==> config.mk <==
export PLATFORM = sky130hd
export DESIGN_NAME = fault_status_interrupt_flags
export DESIGN_NICKNAME = d
export VERILOG_FILES = /design/src/fault_flags_pkg.sv /design/src/flag_bank_if.sv /design/src/fault_status_interrupt_flags.sv /design/src/pin_sync.sv /design/src/sticky_flags.sv
export SDC_FILE = /design/constraint.sdc
export NUM_CORES = 1
export LEC_CHECK = 0
export BUFFER_PORTS_ARGS = -buffer_cell sky130_fd_sc_hd__buf_4
export CORE_ASPECT_RATIO = 1.2
export CORE_MARGIN = 10
export CORE_UTILIZATION = 50
export CTS_BUF_LIST = sky130_fd_sc_hd__clkbuf_2
export CTS_CLUSTER_SIZE = 24
export DETAILED_ROUTE_END_ITERATION = 8
export GPL_TIMING_DRIVEN = 0
export PLACE_DENSITY = 0.69
export SLEW_MARGIN = 10
export SYNTH_ARGS = -nofsm -noshare
export SYNTH_HDL_FRONTEND = slang
export SYNTH_SLANG_ARGS = --single-unit
==> constraint.sdc <==
create_clock -name clock -period 6.5 [get_ports clock]
set_input_delay 1.95 -clock clock [delete_from_list [all_inputs] [get_ports clock]]
set_output_delay 1.95 -clock clock [all_outputs]
set_load 0.01 [all_outputs]
==> src/fault_flags_pkg.sv <==
// shared constants for the fault and interrupt flag block
`default_nettype none

package fault_flags_pkg;

  // ********************************************************************
  // register map
  // ********************************************************************
  localparam logic [7:0] LATCH_FLAGS_ADDR = 8'h0C;
  localparam logic [7:0] LIVE_STATUS_ADDR = 8'h0D;
  localparam logic [7:0] EVENT_FLAGS_ADDR = 8'h0E;
  localparam logic [7:0] EVENT_MASK_ADDR  = 8'h0F;
  localparam logic [7:0] READ_UNMAPPED    = 8'h00;

  // ********************************************************************
  // field layout and reset values
  // ********************************************************************
  localparam int CHANNELS          = 4;
  localparam int LATCH_WIDTH       = 5;
  localparam int LATCH_THERMAL_BIT = 4;
  localparam int LIVE_BUTTON_BIT   = 6;
  localparam int EVENT_WIDTH       = 7;
  localparam int EVENT_LOW_BIT     = 4;
  localparam int EVENT_HEAT_BIT    = 5;
  localparam int EVENT_BUTTON_BIT  = 6;
  localparam logic [7:0] EVENT_MASK_RESET = 8'h00;
  // scl, sda and the button idle high; everything else idles low
  localparam logic [20:0] PIN_SYNC_RESET  = 21'h180400;

  // arbitrary bus address, not taken from any part
  localparam logic [6:0] DEVICE_ADDRESS = 7'h2A;

  // ********************************************************************
  // timing
  // ********************************************************************
  localparam int CLOCK_PERIOD_PS    = 8000;
  localparam int BUTTON_DEBOUNCE_NS = 100;
  localparam logic [3:0] DEBOUNCE_COUNT = 4'((BUTTON_DEBOUNCE_NS * 1000
    + CLOCK_PERIOD_PS - 1) / CLOCK_PERIOD_PS);

  // ********************************************************************
  // serial link states
  // ********************************************************************
  typedef enum logic [4:0] {
    LINK_IDLE   = 5'b00001,
    LINK_RX     = 5'b00010,
    LINK_RX_ACK = 5'b00100,
    LINK_TX     = 5'b01000,
    LINK_TX_ACK = 5'b10000
  } link_state_type;

endpackage

`default_nettype wire

==> src/flag_bank_if.sv <==
// set, clear and stored value of one bank of sticky flags
`default_nettype none

interface flag_bank_if #(parameter int WIDTH = 8);
  logic [WIDTH-1:0] set;
  logic [WIDTH-1:0] clear;
  logic [WIDTH-1:0] flags;
  modport owner (input set, input clear, output flags);
  modport user  (output set, output clear, input flags);
endinterface

`default_nettype wire

==> src/fault_status_interrupt_flags.sv <==
// fault latches, live status, interrupt flags and serial register access
`default_nettype none

// Functional notes
// - thermal latch flag in latch register bit 4 sets after thermal shutdown
// - channel 1..4 latch-off flags in bits 0..3 set on channel latch-off
// - latch flags stay set; write one clears only once fault is gone
// - read-only live register shows channel power-good and button state
// - live bits 0..3 follow channel power-good levels, zero after reset
// - live bit 6 shows debounced button press, only in switch mode
// - event register holds overheat, low supply and power-good failure
// - any unmasked event flag drives the interrupt pin low
// - each event has a mask bit; zero blocks it, one passes it
// - event bit 6 sets on a button press in switch mode
// - event bit 5 sets when junction overheat warning is raised
// - event bit 4 sets when input supply falls below threshold
// - event bits 0..3 set on power-good failure of channels 1..4
// - power-good failures raise no flag during init or normal shutdown
// - event flags stay set after their cause disappears
// - writing one to an event bit clears that flag once its cause is gone
// - all event flags with no active cause clear while every channel enable is low
module fault_status_interrupt_flags
  import fault_flags_pkg::*;
(
  input  wire logic                clock,
  input  wire logic                rst,
  input  wire logic                scl,
  input  wire logic                sda_in,
  output var  logic                sda_out,
  output var  logic                sda_oe,
  input  wire logic [CHANNELS-1:0] power_good,
  input  wire logic [CHANNELS-1:0] channel_enable_pins,
  input  wire logic                manual_button_n,
  input  wire logic                thermal_shutdown,
  input  wire logic [CHANNELS-1:0] chan_latchoff,
  input  wire logic                overheat_warning,
  input  wire logic                low_supply_warning,
  input  wire logic                power_switch_mode,
  input  wire logic                device_init,
  input  wire logic                normal_shutdown,
  output var  logic                interrupt_n
);

  // ********************************************************************
  // pin synchronisation
  // ********************************************************************
  logic [20:0]         raw_pins;
  logic [20:0]         sync_pins;
  logic                scl_s;
  logic                sda_s;
  logic [CHANNELS-1:0] good_s;
  logic [CHANNELS-1:0] enable_s;
  logic                button_n_s;
  logic                thermal_s;
  logic [CHANNELS-1:0] latchoff_s;
  logic                overheat_s;
  logic                low_supply_s;
  logic                switch_mode_s;
  logic                init_s;
  logic                shutdown_s;

  assign raw_pins = {scl, sda_in, power_good, channel_enable_pins,
                     manual_button_n, thermal_shutdown, chan_latchoff,
                     overheat_warning, low_supply_warning,
                     power_switch_mode, device_init, normal_shutdown};

  pin_sync #(
    .WIDTH       (21),
    .RESET_VALUE (PIN_SYNC_RESET)
  ) u_pin_sync (
    .clock (clock),
    .rst   (rst),
    .pins  (raw_pins),
    .level (sync_pins)
  );

  assign {scl_s, sda_s, good_s, enable_s, button_n_s, thermal_s,
          latchoff_s, overheat_s, low_supply_s, switch_mode_s,
          init_s, shutdown_s} = sync_pins;

  // ********************************************************************
  // button debounce
  // ********************************************************************
  logic       button_pressed;
  logic [3:0] debounce_count;
  logic       button_differs;
  logic       button_settled;
  logic       button_live_state;
  logic       button_press_event;

  assign button_differs = (~button_n_s) != button_pressed;
  assign button_settled = debounce_count == DEBOUNCE_COUNT - 4'h1;
  // the live bit only carries meaning when the switch function is chosen
  assign button_live_state = button_pressed & switch_mode_s;

  always_ff @(posedge clock or posedge rst)
  begin
    if (rst)
    begin
      button_pressed <= 1'b0;
      debounce_count <= 4'h0;
    end
    else if (!button_differs)
      debounce_count <= 4'h0;
    else if (button_settled)
    begin
      button_pressed <= ~button_pressed;
      debounce_count <= 4'h0;
    end
    else
      debounce_count <= debounce_count + 4'h1;
  end

  assign button_press_event = button_differs & button_settled
                            & ~button_pressed & switch_mode_s;

  // ********************************************************************
  // serial register link
  // ********************************************************************
  link_state_type link_state;
  logic           scl_prev;
  logic           sda_prev;
  logic [3:0]     bit_count;
  logic [7:0]     rx_shift;
  logic [7:0]     tx_shift;
  logic           got_addr;
  logic           got_ptr;
  logic           read_mode;
  logic [7:0]     pointer;
  logic           reg_wr;
  logic [7:0]     reg_wr_addr;
  logic [7:0]     reg_wr_data;
  logic [7:0]     read_data;
  logic           scl_rise;
  logic           scl_fall;
  logic           start_seen;
  logic           stop_seen;
  logic           byte_done;
  logic           addr_match;

  assign scl_rise   = scl_s & ~scl_prev;
  assign scl_fall   = ~scl_s & scl_prev;
  assign start_seen = scl_s & scl_prev & sda_prev & ~sda_s;
  assign stop_seen  = scl_s & scl_prev & ~sda_prev & sda_s;
  assign byte_done  = scl_fall & (bit_count == 4'h8);
  assign addr_match = rx_shift[7:1] == DEVICE_ADDRESS;

  always_ff @(posedge clock or posedge rst)
  begin
    if (rst)
    begin
      scl_prev <= 1'b1;
      sda_prev <= 1'b1;
      sda_out  <= 1'b0;
    end
    else
    begin
      scl_prev <= scl_s;
      sda_prev <= sda_s;
      // open drain: only ever pulls low
      sda_out  <= 1'b0;
    end
  end

  always_ff @(posedge clock or posedge rst)
  begin
    if (rst)
    begin
      link_state  <= LINK_IDLE;
      bit_count   <= 4'h0;
      rx_shift    <= 8'h00;
      tx_shift    <= 8'h00;
      got_addr    <= 1'b0;
      got_ptr     <= 1'b0;
      read_mode   <= 1'b0;
      pointer     <= 8'h00;
      sda_oe      <= 1'b0;
      reg_wr      <= 1'b0;
      reg_wr_addr <= 8'h00;
      reg_wr_data <= 8'h00;
    end
    else
    begin
      reg_wr <= 1'b0;
      if (stop_seen)
      begin
        link_state <= LINK_IDLE;
        sda_oe     <= 1'b0;
      end
      else if (start_seen)
      begin
        link_state <= LINK_RX;
        bit_count  <= 4'h0;
        got_addr   <= 1'b0;
        got_ptr    <= 1'b0;
        sda_oe     <= 1'b0;
      end
      else
        unique case (link_state)
          LINK_IDLE:
          begin
          end
          LINK_RX:
          begin
            if (scl_rise)
            begin
              rx_shift  <= {rx_shift[6:0], sda_s};
              bit_count <= bit_count + 4'h1;
            end
            else if (byte_done && !got_addr)
            begin
              got_addr   <= addr_match;
              read_mode  <= rx_shift[0];
              sda_oe     <= addr_match;
              link_state <= addr_match ? LINK_RX_ACK : LINK_IDLE;
            end
            else if (byte_done && !got_ptr)
            begin
              got_ptr    <= 1'b1;
              pointer    <= rx_shift;
              sda_oe     <= 1'b1;
              link_state <= LINK_RX_ACK;
            end
            else if (byte_done)
            begin
              reg_wr      <= 1'b1;
              reg_wr_addr <= pointer;
              reg_wr_data <= rx_shift;
              pointer     <= pointer + 8'h01;
              sda_oe      <= 1'b1;
              link_state  <= LINK_RX_ACK;
            end
          end
          LINK_RX_ACK:
          begin
            if (scl_fall)
            begin
              bit_count  <= 4'h0;
              tx_shift   <= read_data;
              sda_oe     <= read_mode & ~read_data[7];
              pointer    <= read_mode ? pointer + 8'h01 : pointer;
              link_state <= read_mode ? LINK_TX : LINK_RX;
            end
          end
          LINK_TX:
          begin
            if (scl_fall && bit_count == 4'h7)
            begin
              sda_oe     <= 1'b0;
              link_state <= LINK_TX_ACK;
            end
            else if (scl_fall)
            begin
              tx_shift  <= {tx_shift[6:0], 1'b0};
              sda_oe    <= ~tx_shift[6];
              bit_count <= bit_count + 4'h1;
            end
          end
          LINK_TX_ACK:
          begin
            // a not-acknowledge ends the read burst
            if (scl_rise && sda_s)
              link_state <= LINK_IDLE;
            else if (scl_fall)
            begin
              bit_count  <= 4'h0;
              tx_shift   <= read_data;
              sda_oe     <= ~read_data[7];
              pointer    <= pointer + 8'h01;
              link_state <= LINK_TX;
            end
          end
          default:
            link_state <= LINK_IDLE;
        endcase
    end
  end

  // ********************************************************************
  // flag banks and registers
  // ********************************************************************
  flag_bank_if #(.WIDTH(LATCH_WIDTH)) latch_bank ();
  flag_bank_if #(.WIDTH(EVENT_WIDTH)) event_bank ();

  sticky_flags #(.WIDTH(LATCH_WIDTH)) u_latch_flags (
    .clock (clock),
    .rst   (rst),
    .bank  (latch_bank)
  );

  sticky_flags #(.WIDTH(EVENT_WIDTH)) u_event_flags (
    .clock (clock),
    .rst   (rst),
    .bank  (event_bank)
  );

  logic [7:0]             event_mask;
  logic [CHANNELS-1:0]    good_prev;
  logic [LATCH_WIDTH-1:0] latch_fault;
  logic [CHANNELS-1:0]    good_fail;
  logic                   good_suppress;
  logic                   all_disabled;
  logic                   wr_latch;
  logic                   wr_event;
  logic                   wr_mask;
  logic [7:0]             live_status;
  logic                   irq_pending;

  assign wr_latch = reg_wr & (reg_wr_addr == LATCH_FLAGS_ADDR);
  assign wr_event = reg_wr & (reg_wr_addr == EVENT_FLAGS_ADDR);
  assign wr_mask  = reg_wr & (reg_wr_addr == EVENT_MASK_ADDR);

  assign latch_fault = {thermal_s, latchoff_s};
  assign latch_bank.set = latch_fault;
  // a write can only drop a flag whose fault has gone away
  assign latch_bank.clear = wr_latch
    ? reg_wr_data[LATCH_WIDTH-1:0] & ~latch_fault : '0;

  // expected power-good drops during bring-up or shutdown are ignored
  assign good_suppress = init_s | shutdown_s;
  assign good_fail = good_prev & ~good_s
                   & {CHANNELS{~good_suppress}};
  assign all_disabled = enable_s == '0;

  assign event_bank.set = {button_press_event,
                           overheat_s,
                           low_supply_s,
                           good_fail};
  assign event_bank.clear =
    (wr_event ? reg_wr_data[EVENT_WIDTH-1:0] : '0)
    | {EVENT_WIDTH{all_disabled}};

  assign live_status = {1'b0, button_live_state, 2'b00, good_s};

  assign read_data =
    (pointer == LATCH_FLAGS_ADDR) ? {3'h0, latch_bank.flags} :
    (pointer == LIVE_STATUS_ADDR) ? live_status :
    (pointer == EVENT_FLAGS_ADDR) ? {1'b0, event_bank.flags} :
    (pointer == EVENT_MASK_ADDR)  ? event_mask : READ_UNMAPPED;

  assign irq_pending = |(event_bank.flags
                         & event_mask[EVENT_WIDTH-1:0]);

  always_ff @(posedge clock or posedge rst)
  begin
    if (rst)
    begin
      event_mask  <= EVENT_MASK_RESET;
      good_prev   <= '0;
      interrupt_n <= 1'b1;
    end
    else
    begin
      if (wr_mask)
        event_mask <= reg_wr_data;
      good_prev   <= good_s;
      interrupt_n <= ~irq_pending;
    end
  end
endmodule // fault_status_interrupt_flags

`default_nettype wire

==> src/pin_sync.sv <==
// three-stage pin synchroniser with agreement filter
`default_nettype none

module pin_sync
  import fault_flags_pkg::*;
#(
  parameter int               WIDTH       = 1,
  parameter logic [WIDTH-1:0] RESET_VALUE = '0
)
(
  input  wire logic             clock,
  input  wire logic             rst,
  input  wire logic [WIDTH-1:0] pins,
  output var  logic [WIDTH-1:0] level
);

  logic [WIDTH-1:0] stage1;
  logic [WIDTH-1:0] stage2;
  logic [WIDTH-1:0] stage3;
  logic [WIDTH-1:0] agree;

  // a bit moves only once stages two and three agree
  assign agree = ~(stage2 ^ stage3);

  always_ff @(posedge clock or posedge rst)
  begin
    if (rst)
    begin
      stage1 <= RESET_VALUE;
      stage2 <= RESET_VALUE;
      stage3 <= RESET_VALUE;
      level  <= RESET_VALUE;
    end
    else
    begin
      stage1 <= pins;
      stage2 <= stage1;
      stage3 <= stage2;
      level  <= (stage2 & agree) | (level & ~agree);
    end
  end

endmodule // pin_sync

`default_nettype wire

==> src/sticky_flags.sv <==
// bank of sticky flags where a set beats a clear in the same cycle
`default_nettype none

module sticky_flags
  import fault_flags_pkg::*;
#(
  parameter int WIDTH = 8
)
(
  input  wire logic   clock,
  input  wire logic   rst,
  flag_bank_if.owner  bank
);

  always_ff @(posedge clock or posedge rst)
  begin
    if (rst)
      bank.flags <= '0;
    else
      bank.flags <= (bank.flags & ~bank.clear) | bank.set;
  end

endmodule // sticky_flags

`default_nettype wire

==> results.txt <==
----------------------------------------------------
[Outcome]
  Outcome ... finished, final reports clean

[Logic synthesis]
  Fraction of registers with async set/reset ... 1.00
  Unique masters post-synth ... 63
  Post-synthesis cell type with the largest combined area ... dfrtp_1
  Number of enable flip-flop cells after synthesis ... 0
  Number of flip-flops and latches in the synthesized netlist ... about 170
  Mean instance size in the synthesized netlist ... 12.8 sq um
  Number of instances in the synthesized netlist ... around 530
  Area fraction of the dominant cell type after synthesis ... 0.564
  Synthesized area ... 6790 sq um
  Synthesis Warnings ... 0
  Post-synthesis net count ... 560
  Sequential cell area fraction in the yosys report ... 0.626
  Main synth FF type ... dfrtp_1
  Top cells by area in the synthesized netlist ... dfrtp_1 (56%), dfstp_2 (6.2%), mux2_2 (3.8%), maj3_1 (3.1%), nand2_1 (1.9%)

[Floorplan]
  Die extent in x ... roughly 130 um
  FP Rows ... 46
  I/O pin total ... 26
  Die footprint ... ~19,000 sq um
  Initial Util ... 0.513
  Die height ... approximately 150 um
  Core region area ... 13,200 sq um

[Pwr]
  Worst-case vdd ir drop ... 0.194 mV
  Final Power ... 1.89 mW
  Gate power share ... 0.084
  Static power due to leakage ... 3.22 nW
  Design internal power ... 1.38 mW
  P_sw ... 0.510 mW
  Cell Pwr Density ... 253 nW/um^2
  Clock power frac ... 0.296
  Switch share ... 0.270
  Sequential group share of total power ... 0.620

[Critical path]
  List of cells traversed by the critical path ... buf_4
  Delay of the slowest cell on the worst path ... 0.57 ns
  Crit path arrival time ... 1.39 ns
  R2R cell count ... 8
  Critical Path RT ... approximately 4.6 ns
  Reg2Reg Launch Point ... scl_prev$_DFF_PP1_
  Worst setup SP type ... register
  Cell with the largest stage delay on the worst path ... dfstp_2
  Worst Setup Path Type ... register to output port
  Setup slack of the worst register-to-register path ... 3.63 ns
  Highest net fanout along the worst path ... 1
  Number of buffers and inverters on the critical path ... 1
  Kind of cell adding the most delay to the critical path ... flip-flops
  Endpoint class of the critical path ... output port
  Reg-to-reg critical path endpoint ... reg_wr_data[3]$_DFFE_PP0P_

[Clock network]
  Sinks on Clock Net ... approximately 170
  CTS buffer count ... 17
  Number of resized instances in the post-cts repair step ... 0
  Clock tree from TritonCTS ... yes
  Hold-fix buffer count after cts ... 0
  Clock edge transition at the registers on the reported setup and hold paths ... around 0.25 ns
  Root buffer selected by CTS ... clkbuf_2
  Buffer count from post-CTS setup fixing ... 0
  Total number of H-tree levels ... 4
  Clock latency reported for the late side of the worst-skew pair ... 0.72 ns
  Maximum root-to-sink buffer count ... 2

[Cells and area]
  Area overhead of the layout relative to synthesis ... 9.96%
  Nets@finish ... roughly 600
  Most common library cell in the layout ignoring fill and taps ... dfrtp_1
  Diodes inserted ... 0
  Filler Cells Inserted ... 1,130
  Leading cell types in the layout, fill and taps excluded ... dfrtp_1 (153), nand2_1 (35), buf_4 (28)
  Layout cell share with drive strength beyond 1 ... 0.210

[Timing]
  Total of endpoints with negative setup slack in the final report ... 0
  Worst slew margin ... 0.446
  Worst hold slack ... 0.363 ns
  Fin Clk Skew ... approximately 0.037 ns
  Final hold violations ... 0
  Time the worst path needs with I/O delays and setup ... 3.34 ns
  Final count of pins violating max slew ... 0
  Worst Max-Slew Pin Slew ... 0.824 ns
  Setup repair after global routing missed its margin ... no
  Final period utilization ... 0.514
  Maximum clock frequency ... 299 MHz

[Placed design]
  Port buffer count ... 24
  Final weighted congestion in routability-driven placement ... 0.884
  Post-detailed-placement half-perimeter wirelength ... 9660 um

[Hold path]
  Hold/Removal Path Class ... register to register
  WHS Path Cells ... 0
  Hold path startpoint ... u_pin_sync.stage1[2]$_DFF_PP0_
  Worst hold endpoint ... u_pin_sync.stage2[2]$_DFF_PP0_

[Run]
  Maxcap violations ... 0

[Global route]
  Grt ovf ... 0
  Met1 capacity usage during global routing ... 0.171
  Number of antenna violations at the first check in global routing ... 0
  Most heavily used metal layer in global routing ... met2
  Met3 track utilization from global routing ... 0.0376
  Met2 Use GR ... 0.261
  First-pass GRT wire length ... 22,800 um
  Largest net degree at the start of global routing ... 88
  Vias in the first global route ... 4,565
  Total global-route track usage ... 0.150

[Detailed routing]
  Average detailed-routed wire length per instance ... around 18 um
  Routed via count ... 4,263
  DRC violations left ... 0
  Ratio of routed vias to standard cells ... 5.65
  Final Routed Wirelength ... 13,400 um
  Count of nets left with antenna violations after detail routing ... 0
  Number of optimization iterations in the first detailed-route pass ... 4
  Iter 0 DRT Violations ... 288

----------------------------------------------------
power by group through the flow:
stage	registers [mW]	logic, mW	clock network [mW]
2_1_floorplan	1.17	0.116	0
3_3_place_gp	1.18	0.150	0
3_5_place_dp	1.19	0.161	0
4_1_cts	1.17	0.162	0.583
5_1_grt	1.18	0.184	0.629
6_report	1.17	0.159	0.559
routing by layer:
layer  routed length (um)  share of wire
met5                    0              0
met1                 5530           0.41
met4                  309          0.023
met2                 7110           0.53
met3                  444          0.033
synthesized netlist by cell type, drive strengths merged (6+ instances only):
cell type / number
a22oi: 10
mux2: 32
o21ai: 14
nor2b: 7
o2bb2ai: 8
and3: 7
dfrtp: 153
buf: 11
nand2: 35
a21oi: 17
maj3: 21
inv: 19
nor3: 13
dfstp: 16
clkbuf: 13
a31o: 6
mux2i: 11
nor2: 25
o211ai: 6
ha: 8
nand3: 13
area by class of cell:
class | count | area [sq um] | area share
Buffer | 24 | 120 | 0.0161
Clock inverter | 15 | 165 | 0.0221
Tap cell | 168 | 210 | 0.0282
Sequential cell | 169 | 4250 | 0.569
Multi-Input combinational cell | 317 | 2350 | 0.314
Timing Repair Buffer | 25 | 208 | 0.0278
Inverter | 19 | 78.8 | 0.0106
Clock buffer | 17 | 85.1 | 0.0114
through the flow:
| step | setup slack, ns | utilization | cell area [sq um] | TNS (ns) | std cells |
|---|---|---|---|---|---|
| 2_1_floorplan | 0.00139 | - | 6790 | 0 | 529 |
| 3_3_place_gp | -1.63 | 0.542 | 7180 | -247.15 | 721 |
| 3_5_place_dp | 3.59 | 0.545 | 7210 | 0 | 722 |
| 4_1_cts | 3.08 | 0.564 | 7460 | 0 | 754 |
| 5_1_grt | 3.05 | 0.564 | 7460 | 0 | 754 |
| 6_report | 3.16 | 0.564 | 7460 | 0 | 754 |
logic make-up after synthesis:
group,Yosys count,share of synthesized area
DFF,169,0.626
adders and majority gates,29,0.0457
and+or+nand+nor,136,0.110
buffers and inverters,43,0.0282
other,1,0.000553
muxes,43,0.0693
AOI/OAI and AO/OA,103,0.113
xor gates and xnor gates,5,0.00645
how the worst max path moves through the flow:
stage,start,endpoint,cells past startpoint
after floorplan,rst,async pin,1
after global placement,rst,u_pin_sync.stage3[9]$_DFF_PP0_,2
after detailed placement,rst,u_pin_sync.stage1[10]$_DFF_PP1_,3
after CTS,interrupt_n$_DFF_PP1_,interrupt_n,1
after global routing,interrupt_n$_DFF_PP1_,interrupt_n,1
final,interrupt_n$_DFF_PP1_,interrupt_n,1
Note: power is estimated with default switching activity, not from simulation.
